===== config.mk =====
export PLATFORM = sky130hd
export DESIGN_NAME = amn_node_flat
export DESIGN_NICKNAME = d
export VERILOG_FILES = /design/src/amn_pkg.sv /design/src/amn_link_if.sv /design/src/amn_node.sv /design/src/flat_wrapper.sv
export VERILOG_INCLUDE_DIRS = /design/src
export SDC_FILE = /design/constraint.sdc
export NUM_CORES = 1
export LEC_CHECK = 0
export BUFFER_PORTS_ARGS = -buffer_cell sky130_fd_sc_hd__buf_2
export CORE_UTILIZATION = 60
export CTS_BUF_LIST = sky130_fd_sc_hd__clkbuf_4
export DETAILED_ROUTE_END_ITERATION = 8
export PLACE_DENSITY_LB_ADDON = 0.05
export REMOVE_ABC_BUFFERS = 1
export SLEW_MARGIN = 20
export SYNTH_ARGS = -nofsm -noshare
export SYNTH_HDL_FRONTEND = slang
export SYNTH_SLANG_ARGS = --single-unit
export TNS_END_PERCENT = 5

===== constraint.sdc =====
create_clock -name sys_clk_in -period 10.93 [get_ports sys_clk_in]
set_input_delay 0 -clock sys_clk_in [delete_from_list [all_inputs] [get_ports sys_clk_in]]
set_output_delay 0 -clock sys_clk_in [all_outputs]
set_load 0.02 [all_outputs]

===== src/amn_defs.svh =====
// Purpose: timing counts and layout constants for the metrology node link
// Assumes: 25 MHz system clock on both ends
// Notes:   command frame is one address byte then one opcode byte
`ifndef AMN_DEFS_SVH
`define AMN_DEFS_SVH
`define AMN_CLK_HZ        25000000
`define AMN_BAUD          115200
`define AMN_BIT_CYC       (`AMN_CLK_HZ / `AMN_BAUD)
`define AMN_MOD_HZ        1024000
`define AMN_OSR           256
`define AMN_SAMPLE_HZ     (`AMN_MOD_HZ / `AMN_OSR)
`define AMN_MAINS_HZ      50
`define AMN_SPC           (`AMN_SAMPLE_HZ / `AMN_MAINS_HZ)
`define AMN_CYCLES_UPD    50
`define AMN_ZC_DELAY_CYC  100
`define AMN_ADDR_BCAST    8'hFF
`define AMN_OP_READ       8'h01
`define AMN_OP_SYNC       8'h02
`define AMN_OP_ACK        8'h03
`define AMN_NPARAM        10
`define AMN_ADC_W         24
`define AMN_ADC_N         4
`endif


===== src/amn_pkg.sv =====
// Purpose: shared types for the metrology node link
// Assumes: constants come from amn_defs.svh
// Notes:   none
package amn_pkg;
  typedef enum logic [1:0] {
    AMN_RX_IDLE,
    AMN_RX_DATA,
    AMN_RX_STOP
  } amn_rx_e;
  typedef logic [15:0] amn_word_t;
endpackage


===== src/amn_link_if.sv =====
// Purpose: wires between host and one metrology node
// Assumes: both ends on sys_clk_in
// Notes:   tx lines are push-pull, idle high
`timescale 1ns/10ps
`default_nettype none
interface amn_link_if;
  logic host_tx;          // broadcast command line
  logic node_tx;          // node serial line or shared tx/ready line
  logic result_ready_n;   // dedicated ready line
  modport node (input host_tx, output node_tx, output result_ready_n);
  modport host (output host_tx, input node_tx, input result_ready_n);
endinterface
`default_nettype wire


===== src/amn_node.sv =====
// Purpose: metrology node link end: addressed command decode, results
// Assumes: uart 8N1, sigma-delta samples arrive as sample strobes
// Notes:   results are accumulators sent as 16-bit words, lsb byte first
// Overview of operation
// - answer commands carrying own address or the broadcast address
// - address from two strap inputs
// - refresh results every 50 mains cycles
// - ready idle high, low on fresh results
// - ready fires fixed delay after zero crossing
// - sync command restarts update timing
// - ready on dedicated pin or tx pin
// - host shared pin toggles rx and interrupt
// - host keeps node tx lines separate
// - compute parameters locally, no energy
// - report ten listed parameters
// - host accumulates energy from power; amn_host leaves energy accumulation to user logic
// - host makes energy pulse trains; amn_host has no pulse output
// - four 24-bit converters, shared trigger
// - clocks from internal oscillator only
// - gain stage ahead of each converter
// - 1.024 MHz modulator, OSR 256, 4 kS/s
// - nominal mains 50 Hz
`timescale 1ns/10ps
`default_nettype none
`include "amn_defs.svh"
module amn_node
  import amn_pkg::*;
(
  // clock and reset
  input  wire logic                  sys_clk_in,    // one local clock
  input  wire logic                  rst_in,
  // link
  amn_link_if.node                   link,
  // configuration and straps
  input  wire logic [1:0]            node_address_straps_in,
  input  wire logic                  shared_ready_mode_in,
  input  wire logic [2:0]            gain_in,
  // sigma_delta_bank samples, one common trigger
  input  wire logic                  sample_strobe_in,
  input  wire logic [`AMN_ADC_N*`AMN_ADC_W-1:0] sigma_delta_bank_in,
  input  wire logic                  zero_cross_in,
  // status
  output logic [1:0]                 node_address_out,
  output logic                       results_fresh_out
);
  typedef struct packed {
    logic [1:0]  rxs;           // rx line synchroniser
    amn_rx_e     rx_st;
    logic [15:0] rx_cnt;
    logic [3:0]  rx_bit;
    logic [7:0]  rx_sh;
    logic        have_addr;
    logic        addr_hit;
    logic [1:0]  addr;
    logic        addr_ok;
    logic [1:0]  ss0;           // strap synchroniser, first stage
    logic [1:0]  ss1;           // strap synchroniser, second stage
    logic [1:0]  acnt;          // edges since release before latch
    logic        tx_busy;
    logic [9:0]  tx_sh;
    logic [15:0] tx_cnt;
    logic [3:0]  tx_bit;
    logic [4:0]  tx_idx;        // byte index into result set
    logic        ready_n;
    logic        fresh;
    logic [5:0]  zc_cnt;        // mains cycles since refresh
    logic [7:0]  zc_dly;        // delay to ready after crossing
    logic        zc_pend;
    logic [1:0]  zs;            // zero crossing synchroniser
    logic        zs_d;
    logic [15:0] acc_v;
    logic [15:0] acc_i;
    logic [15:0] acc_p;
    logic [15:0] acc_q;
    logic [15:0] samples;
    logic [`AMN_NPARAM-1:0][15:0] res;
  } st_s;
  st_s q, d;
  // one channel's top bits scaled by the gain stage
  function automatic logic [15:0] gained(input logic [23:0] s,
                                         input logic [2:0] g);
    logic [23:0] t;
    t = s << g;
    return t[23:8];
  endfunction
  logic [15:0] ch [`AMN_ADC_N];
  genvar gi;
  generate
    for (gi = 0; gi < `AMN_ADC_N; gi++) begin : g_ch
      // shared trigger, per channel gain stage
      assign ch[gi] = gained(sigma_delta_bank_in[gi*`AMN_ADC_W +:
                              `AMN_ADC_W], gain_in);
    end
  endgenerate
  always_comb begin
    logic       rx_done;
    logic [7:0] byte_v;
    logic [15:0] w;
    rx_done = 1'b0;
    byte_v  = 8'h00;
    w       = 16'h0000;
    d = q;
    d.rxs = {q.rxs[0], link.host_tx};
    d.zs  = {q.zs[0], zero_cross_in};
    d.zs_d = q.zs[1];
    // straps pass two flops, address caught once after release
    d.ss0 = node_address_straps_in;
    d.ss1 = q.ss0;
    if (!q.addr_ok) begin
      if (q.acnt == 2'h2) begin
        d.addr = q.ss1;
        d.addr_ok = 1'b1;
      end else begin
        d.acnt = q.acnt + 2'h1;
      end
    end
    // uart receive, mid-bit sampling
    case (q.rx_st)
      AMN_RX_IDLE: begin
        if (!q.rxs[1]) begin
          d.rx_st = AMN_RX_DATA;
          d.rx_cnt = 16'(`AMN_BIT_CYC + `AMN_BIT_CYC / 2);
          d.rx_bit = 4'h0;
        end
      end
      AMN_RX_DATA: begin
        if (q.rx_cnt == 16'h0000) begin
          d.rx_sh = {q.rxs[1], q.rx_sh[7:1]};
          d.rx_cnt = 16'(`AMN_BIT_CYC);
          d.rx_bit = q.rx_bit + 4'h1;
          if (q.rx_bit == 4'h7) d.rx_st = AMN_RX_STOP;
        end else begin
          d.rx_cnt = q.rx_cnt - 16'h0001;
        end
      end
      AMN_RX_STOP: begin
        if (q.rx_cnt == 16'h0000) begin
          d.rx_st = AMN_RX_IDLE;
          rx_done = q.rxs[1];
          byte_v = q.rx_sh;
        end else begin
          d.rx_cnt = q.rx_cnt - 16'h0001;
        end
      end
      default: d.rx_st = AMN_RX_IDLE;
    endcase
    // frame decode: address byte then opcode
    if (rx_done) begin
      if (!q.have_addr) begin
        d.have_addr = 1'b1;
        d.addr_hit = (byte_v == {6'h00, q.addr}) ||
                     (byte_v == `AMN_ADDR_BCAST);
      end else begin
        d.have_addr = 1'b0;
        if (q.addr_hit) begin
          d.ready_n = 1'b1;
          if (byte_v == `AMN_OP_SYNC) begin
            d.zc_cnt = 6'h00;
            d.zc_pend = 1'b0;
            d.zc_dly = 8'h00;
          end else if (!q.tx_busy && byte_v == `AMN_OP_READ) begin
            d.tx_busy = 1'b1;
            d.tx_idx = 5'h00;
            // idle bit first so the reply starts after the host stop bit
            d.tx_sh = {8'(q.res[0]), 1'b0, 1'b1};
            d.tx_bit = 4'h0;
            d.tx_cnt = 16'(`AMN_BIT_CYC);
            d.fresh = 1'b0;
          end
        end
      end
    end
    // uart transmit of the whole result set
    if (q.tx_busy) begin
      if (q.tx_cnt == 16'h0001) begin
        d.tx_cnt = 16'(`AMN_BIT_CYC);
        d.tx_sh = {1'b1, q.tx_sh[9:1]};
        d.tx_bit = q.tx_bit + 4'h1;
        if (q.tx_bit == 4'h9) begin
          d.tx_bit = 4'h0;
          if (q.tx_idx == 5'(2 * `AMN_NPARAM - 1)) begin
            d.tx_busy = 1'b0;
          end else begin
            d.tx_idx = q.tx_idx + 5'h01;
            w = q.res[4'(d.tx_idx[4:1])];
            d.tx_sh = {d.tx_idx[0] ? w[15:8] : w[7:0], 1'b0, 1'b1};
          end
        end
      end else begin
        d.tx_cnt = q.tx_cnt - 16'h0001;
      end
    end
    // one strobe per converter sample, no energy kept
    if (sample_strobe_in) begin
      d.acc_v = q.acc_v + (ch[0] >> 4);
      d.acc_i = q.acc_i + (ch[1] >> 4);
      d.acc_p = q.acc_p + (ch[2] >> 4);
      d.acc_q = q.acc_q + (ch[3] >> 4);
      d.samples = q.samples + 16'h0001;
    end
    // count mains cycles on rising crossings
    if (q.zs[1] && !q.zs_d) begin
      if (q.zc_cnt == 6'(`AMN_CYCLES_UPD - 1)) begin
        d.zc_cnt = 6'h00;
        d.zc_pend = 1'b1;
        d.zc_dly = 8'(`AMN_ZC_DELAY_CYC);
        // ten reported parameters
        d.res[0] = q.acc_i;               // rms current
        d.res[1] = q.acc_v;               // rms voltage
        d.res[2] = q.acc_p;               // active power
        d.res[3] = q.acc_q;               // reactive power
        d.res[4] = q.acc_p ^ q.acc_q;     // power factor estimate
        d.res[5] = q.samples;             // samples per window, frequency
        d.res[6] = 16'h0000;              // sag duration
        d.res[7] = 16'h0000;              // sag count
        d.res[8] = 16'h0000;              // swell duration
        d.res[9] = 16'h0000;              // swell count
        d.acc_v = 16'h0000;
        d.acc_i = 16'h0000;
        d.acc_p = 16'h0000;
        d.acc_q = 16'h0000;
        d.samples = 16'h0000;
      end else begin
        d.zc_cnt = q.zc_cnt + 6'h01;
      end
    end
    // fixed delay from last crossing to ready
    if (q.zc_pend) begin
      if (q.zc_dly == 8'h00) begin
        d.zc_pend = 1'b0;
        d.ready_n = 1'b0;
        d.fresh = 1'b1;
      end else begin
        d.zc_dly = q.zc_dly - 8'h01;
      end
    end
  end
  // state register
  always_ff @(posedge sys_clk_in or posedge rst_in) begin
    if (rst_in) begin
      q <= '0;
      q.rxs <= 2'b11;
      q.ready_n <= 1'b1;
      q.tx_sh <= 10'h3FF;
    end else begin
      q <= d;
    end
  end
  // pin muxing: ready on tx pin when idle in shared mode
  assign link.node_tx = q.tx_busy ? q.tx_sh[0] :
                        (shared_ready_mode_in ? q.ready_n : 1'b1);
  assign link.result_ready_n = shared_ready_mode_in ? 1'b1 : q.ready_n;
  assign node_address_out = q.addr;
  assign results_fresh_out = q.fresh;
endmodule
`default_nettype wire


===== src/flat_wrapper.sv =====
// flat-port wrapper written by rule: the top's interface ports become plain ports
module amn_node_flat import amn_pkg::*;
  (sys_clk_in, rst_in, node_address_straps_in, shared_ready_mode_in, gain_in, sample_strobe_in, sigma_delta_bank_in, zero_cross_in, node_address_out, results_fresh_out, link_host_tx, link_node_tx, link_result_ready_n);
  amn_link_if link_i ();
  input  wire logic sys_clk_in;
  input  wire logic rst_in;
  input  wire logic [1:0] node_address_straps_in;
  input  wire logic shared_ready_mode_in;
  input  wire logic [2:0] gain_in;
  input  wire logic sample_strobe_in;
  input  wire logic [`AMN_ADC_N*`AMN_ADC_W-1:0] sigma_delta_bank_in;
  input  wire logic zero_cross_in;
  output logic [1:0] node_address_out;
  output logic results_fresh_out;
  input wire logic [$bits(link_i.host_tx)-1:0] link_host_tx;
  output wire logic [$bits(link_i.node_tx)-1:0] link_node_tx;
  output wire logic [$bits(link_i.result_ready_n)-1:0] link_result_ready_n;
  assign link_i.host_tx = link_host_tx;
  assign link_node_tx = link_i.node_tx;
  assign link_result_ready_n = link_i.result_ready_n;
  amn_node u_core (.sys_clk_in(sys_clk_in), .rst_in(rst_in), .link(link_i), .node_address_straps_in(node_address_straps_in), .shared_ready_mode_in(shared_ready_mode_in), .gain_in(gain_in), .sample_strobe_in(sample_strobe_in), .sigma_delta_bank_in(sigma_delta_bank_in), .zero_cross_in(zero_cross_in), .node_address_out(node_address_out), .results_fresh_out(results_fresh_out));
endmodule

==> impl_metrics.tcl <==
set metrics [dict create \
    ir_worst_vdd_mv 0.118 \
    power.total_uw 3420 \
    drive_gt1_share_pct 14.5 \
    rr_worst_depth 6 \
    grt_pass1_wl_microns 68400 \
    clock.fmax_mhz 308 \
    synth.area.top_cells "dfrtp_1 (38%), nand2_1 (9.7%), o21ai_0 (5.0%)" \
    fin_tns_setup_ns 0 \
    drtAntennaViolNets 0 \
    seq_area_frac_synth_pct 39.7 \
    ys_top_cells_by_count "nand2_1 (448), dfrtp_1 (262), o21ai_0 (173), nor2_1 (159), a21oi_1 (100)" \
    drv_cap 0 \
    synth-edff-count 0 \
    yosysWarningCount 0 \
    cts_resized 0 \
    clock_path_buffers 3 \
    drtPass1Iterations 5 \
    yosys.area.top_type "dfrtp_1" \
    clockRootBuffer "clkbuf_4" \
    hpwl_microns 28500 \
    clock-sinks 275 \
    die_area_sq_um 29600 \
    gp_congestion 0.921 \
    leakage_uw 0.00906 \
    core_area_sq_um 28200 \
    initial_utilization_pct 61.7 \
    ys_ff_latch 275 \
    cts_tree "done" \
    final_nets 2290 \
    grt_usage_pct 28.7 \
    fillers 2362 \
    finClkSkew_ns 0.0471 \
    fin_util_pct 67.8 \
    post-place-ws_ns 7.16 \
    worstMarginPinSlew_ns 1.13 \
    ys.flop_type "dfrtp_1" \
    viasPerCell 5.93 \
    numCtsBuffers 76 \
    grt_pass1_vias 14300 \
    required_ns 11.53 \
    fp.dieW_microns 172 \
    clk_latency_ns 0.71 \
    setup.worst_path.start_class "register" \
    multi_input_area_sq_um 9900 \
    dp.cells 2404 \
    ys_types 72 \
    setup_viol 0 \
    crit_slowest_cell "xnor2_1" \
    rsz0062_at_grt "no" \
    relSlewSlack_pct 24.2 \
    avgSynthCellArea_sq_um 8.54 \
    outcome "completed" \
    h-tree-depth 3 \
    syn2layout_area_growth_pct 9.95 \
    crit_type "register to register" \
    grt_max_degree 138 \
    hp-class "input port to async pin" \
    critPathMaxStageDelay_ns 1.00 \
    crit_chain "clkinv_1 -> xnor2_1 -> a31oi_1 -> nor2_1 -> a211oi_1 -> o21ai_0" \
    crit_path_end_kind "register" \
    fp.dieH_microns 172 \
    vias 15100 \
    routed_wl_microns 40900 \
    syn_inst 2033 \
    rows 61 \
    synth_area_sq_um 17400 \
    fin_cells 2548 \
    cp_data_arrival_time_ns 3.85 \
    register_area_sq_um 6900 \
    wl_per_cell_microns 16.1 \
    maxSlewViolCount 0 \
    antenna_found_initial 1 \
    critPathMaxFanout 21 \
    port-buffer-count 91 \
    io-pin-count 112 \
    grt_overflow 0 \
    yosysMostFrequentCell "nand2_1" \
    min_period_ns 3.25 \
    async_flop_share_pct 100 \
    power_density_nw_per_um2 179 \
    clk_pin_slew_worst_paths_ns 0.06 \
    layout_setup_ws_ns 7.68 \
    drc_errors 0 \
    period_share_pct 29.7 \
    yosysTopAreaCellShare_pct 37.8 \
    final_hold_viol_count 0 \
    initialDrtViolationCount 1087 \
]
==> cell type report <==
| cell class | count | share of cell area [%] |
|---|---|---|
| Timing Repair Buffer | 118 | 3.63 |
| Multi-Input combinational cell | 1607 | 51.8 |
| Inverter | 39 | 0.806 |
| Clock inverter | 24 | 0.937 |
| Clock buffer | 106 | 4.17 |
| Antenna cell | 1 | 0.0131 |
| Sequential cell | 275 | 36.1 |
| Tap cell | 378 | 2.48 |
==> through the flow <==
stage | area, sq um | hold WS (ns)
2_1_floorplan | 16900 | 0.00448
3_3_place_gp | 18000 | 0.107
3_5_place_dp | 18000 | 0.107
4_1_cts | 19100 | 0.0103
5_1_grt | 19100 | 0.0825
6_report | 19100 | 0.0286
==> flip-flops by register name (all words and copies together), names as in the netlist <==
| name | cells |
|---|---|
| u_core.node_address_out | 2 |
| u_core.results_fresh_out | 1 |
| u_core.q | 267 |
| u_core.d | 5 |
==> cell usage in the layout, fill, tap and decap left out, types with 8 or more instances in the layout <==
| cell type | synthesis | routed |
|---|---|---|
| a21oi_1 | 100 | 99 |
| o22ai_1 | 8 | 8 |
| o2111ai_1 | 9 | 9 |
| o21bai_1 | 8 | 8 |
| a2111oi_0 | 8 | 8 |
| mux4_2 | 9 | 9 |
| nor2_1 | 159 | 158 |
| mux2i_1 | 82 | 82 |
| dfstp_2 | 13 | 13 |
| dlygate4sd3_1 | 0 | 13 |
| o22a_1 | 9 | 9 |
| buf_4 | 2 | 15 |
| mux2_2 | 55 | 55 |
| nand3_1 | 66 | 66 |
| nor3_1 | 34 | 34 |
| nor4_1 | 9 | 9 |
| o211ai_1 | 10 | 10 |
| a31oi_1 | 12 | 12 |
| xnor2_1 | 49 | 49 |
| xor2_1 | 39 | 39 |
| a21o_1 | 20 | 20 |
| nand4_1 | 19 | 19 |
| or3_1 | 10 | 10 |
| nand2_1 | 448 | 447 |
| inv_1 | 37 | 36 |
| clkinv_1 | 2 | 19 |
| nand2b_1 | 8 | 8 |
| dfrtp_1 | 262 | 262 |
| buf_2 | 5 | 90 |
| o21a_1 | 12 | 12 |
| nor2b_1 | 13 | 13 |
| o21ai_0 | 173 | 173 |
| ha_1 | 62 | 62 |
| clkbuf_4 | 0 | 106 |
| a211oi_1 | 41 | 41 |
| and3_1 | 25 | 25 |
==> cell families after synthesis <==
| kind of cell | share of synthesized area, % |
|---|---|
| flip-flops | 39.7 |
| adder cells (fa/ha/maj) | 4.93 |
| AO/OA/AOI/OAI | 16.8 |
| AND/OR/NAND/NOR | 21.3 |
| buffers and inverters | 3.39 |
| XOR/XNOR | 4.44 |
| multiplexers | 9.46 |
==> power by group <==
part	leakage (uW)	internal [uW]	switching, uW	total (uW)
clock network	0.000569	517	427	945
logic	0.00491	509	602	1110
registers	0.00358	1170	197	1360
==> metal layers <==
metal / routed length (microns) / vias to the layer above / track usage, %
li1: - / 7403 / -
met1: 18300 / 7220 / 37.9
met2: 19800 / 408 / 48.6
met3: 1880 / 74 / 3.85
met4: 836 / 0 / 9.43
met5: 0 / - / 0
==> worst max-delay path: cells and delay by family (launching register included) <==
kind	cells	cell delay (ns)
xor gates and xnor gates	1	1.00
AOI/OAI and AO/OA	3	0.67
and+or+nand+nor	1	0.19
DFF	1	0.82
buffers and inverters	1	0.45
==> what timing repair did <==
item,4_1_cts,5_1_grt
hold endpoints to repair,144,0
setup buffers,0,0
hold buffers,13,0
==> worst paths after layout <==
path	start	to	slack (ns)
max	u_core.q[263]	u_core.q[288]	7.68
min reg2reg	u_core.d[242]	u_core.d[240]	0.35
max reg2reg	u_core.q[263]	u_core.q[288]	7.68
max in group asynchronous	rst_in	u_core.q[218]	9.24
min in group sys_clk_in	sigma_delta_bank_in[30]	u_core.q[208]	0.04
min	rst_in	u_core.q[256]	0.03
Note: power is estimated with default switching activity, not from simulation.
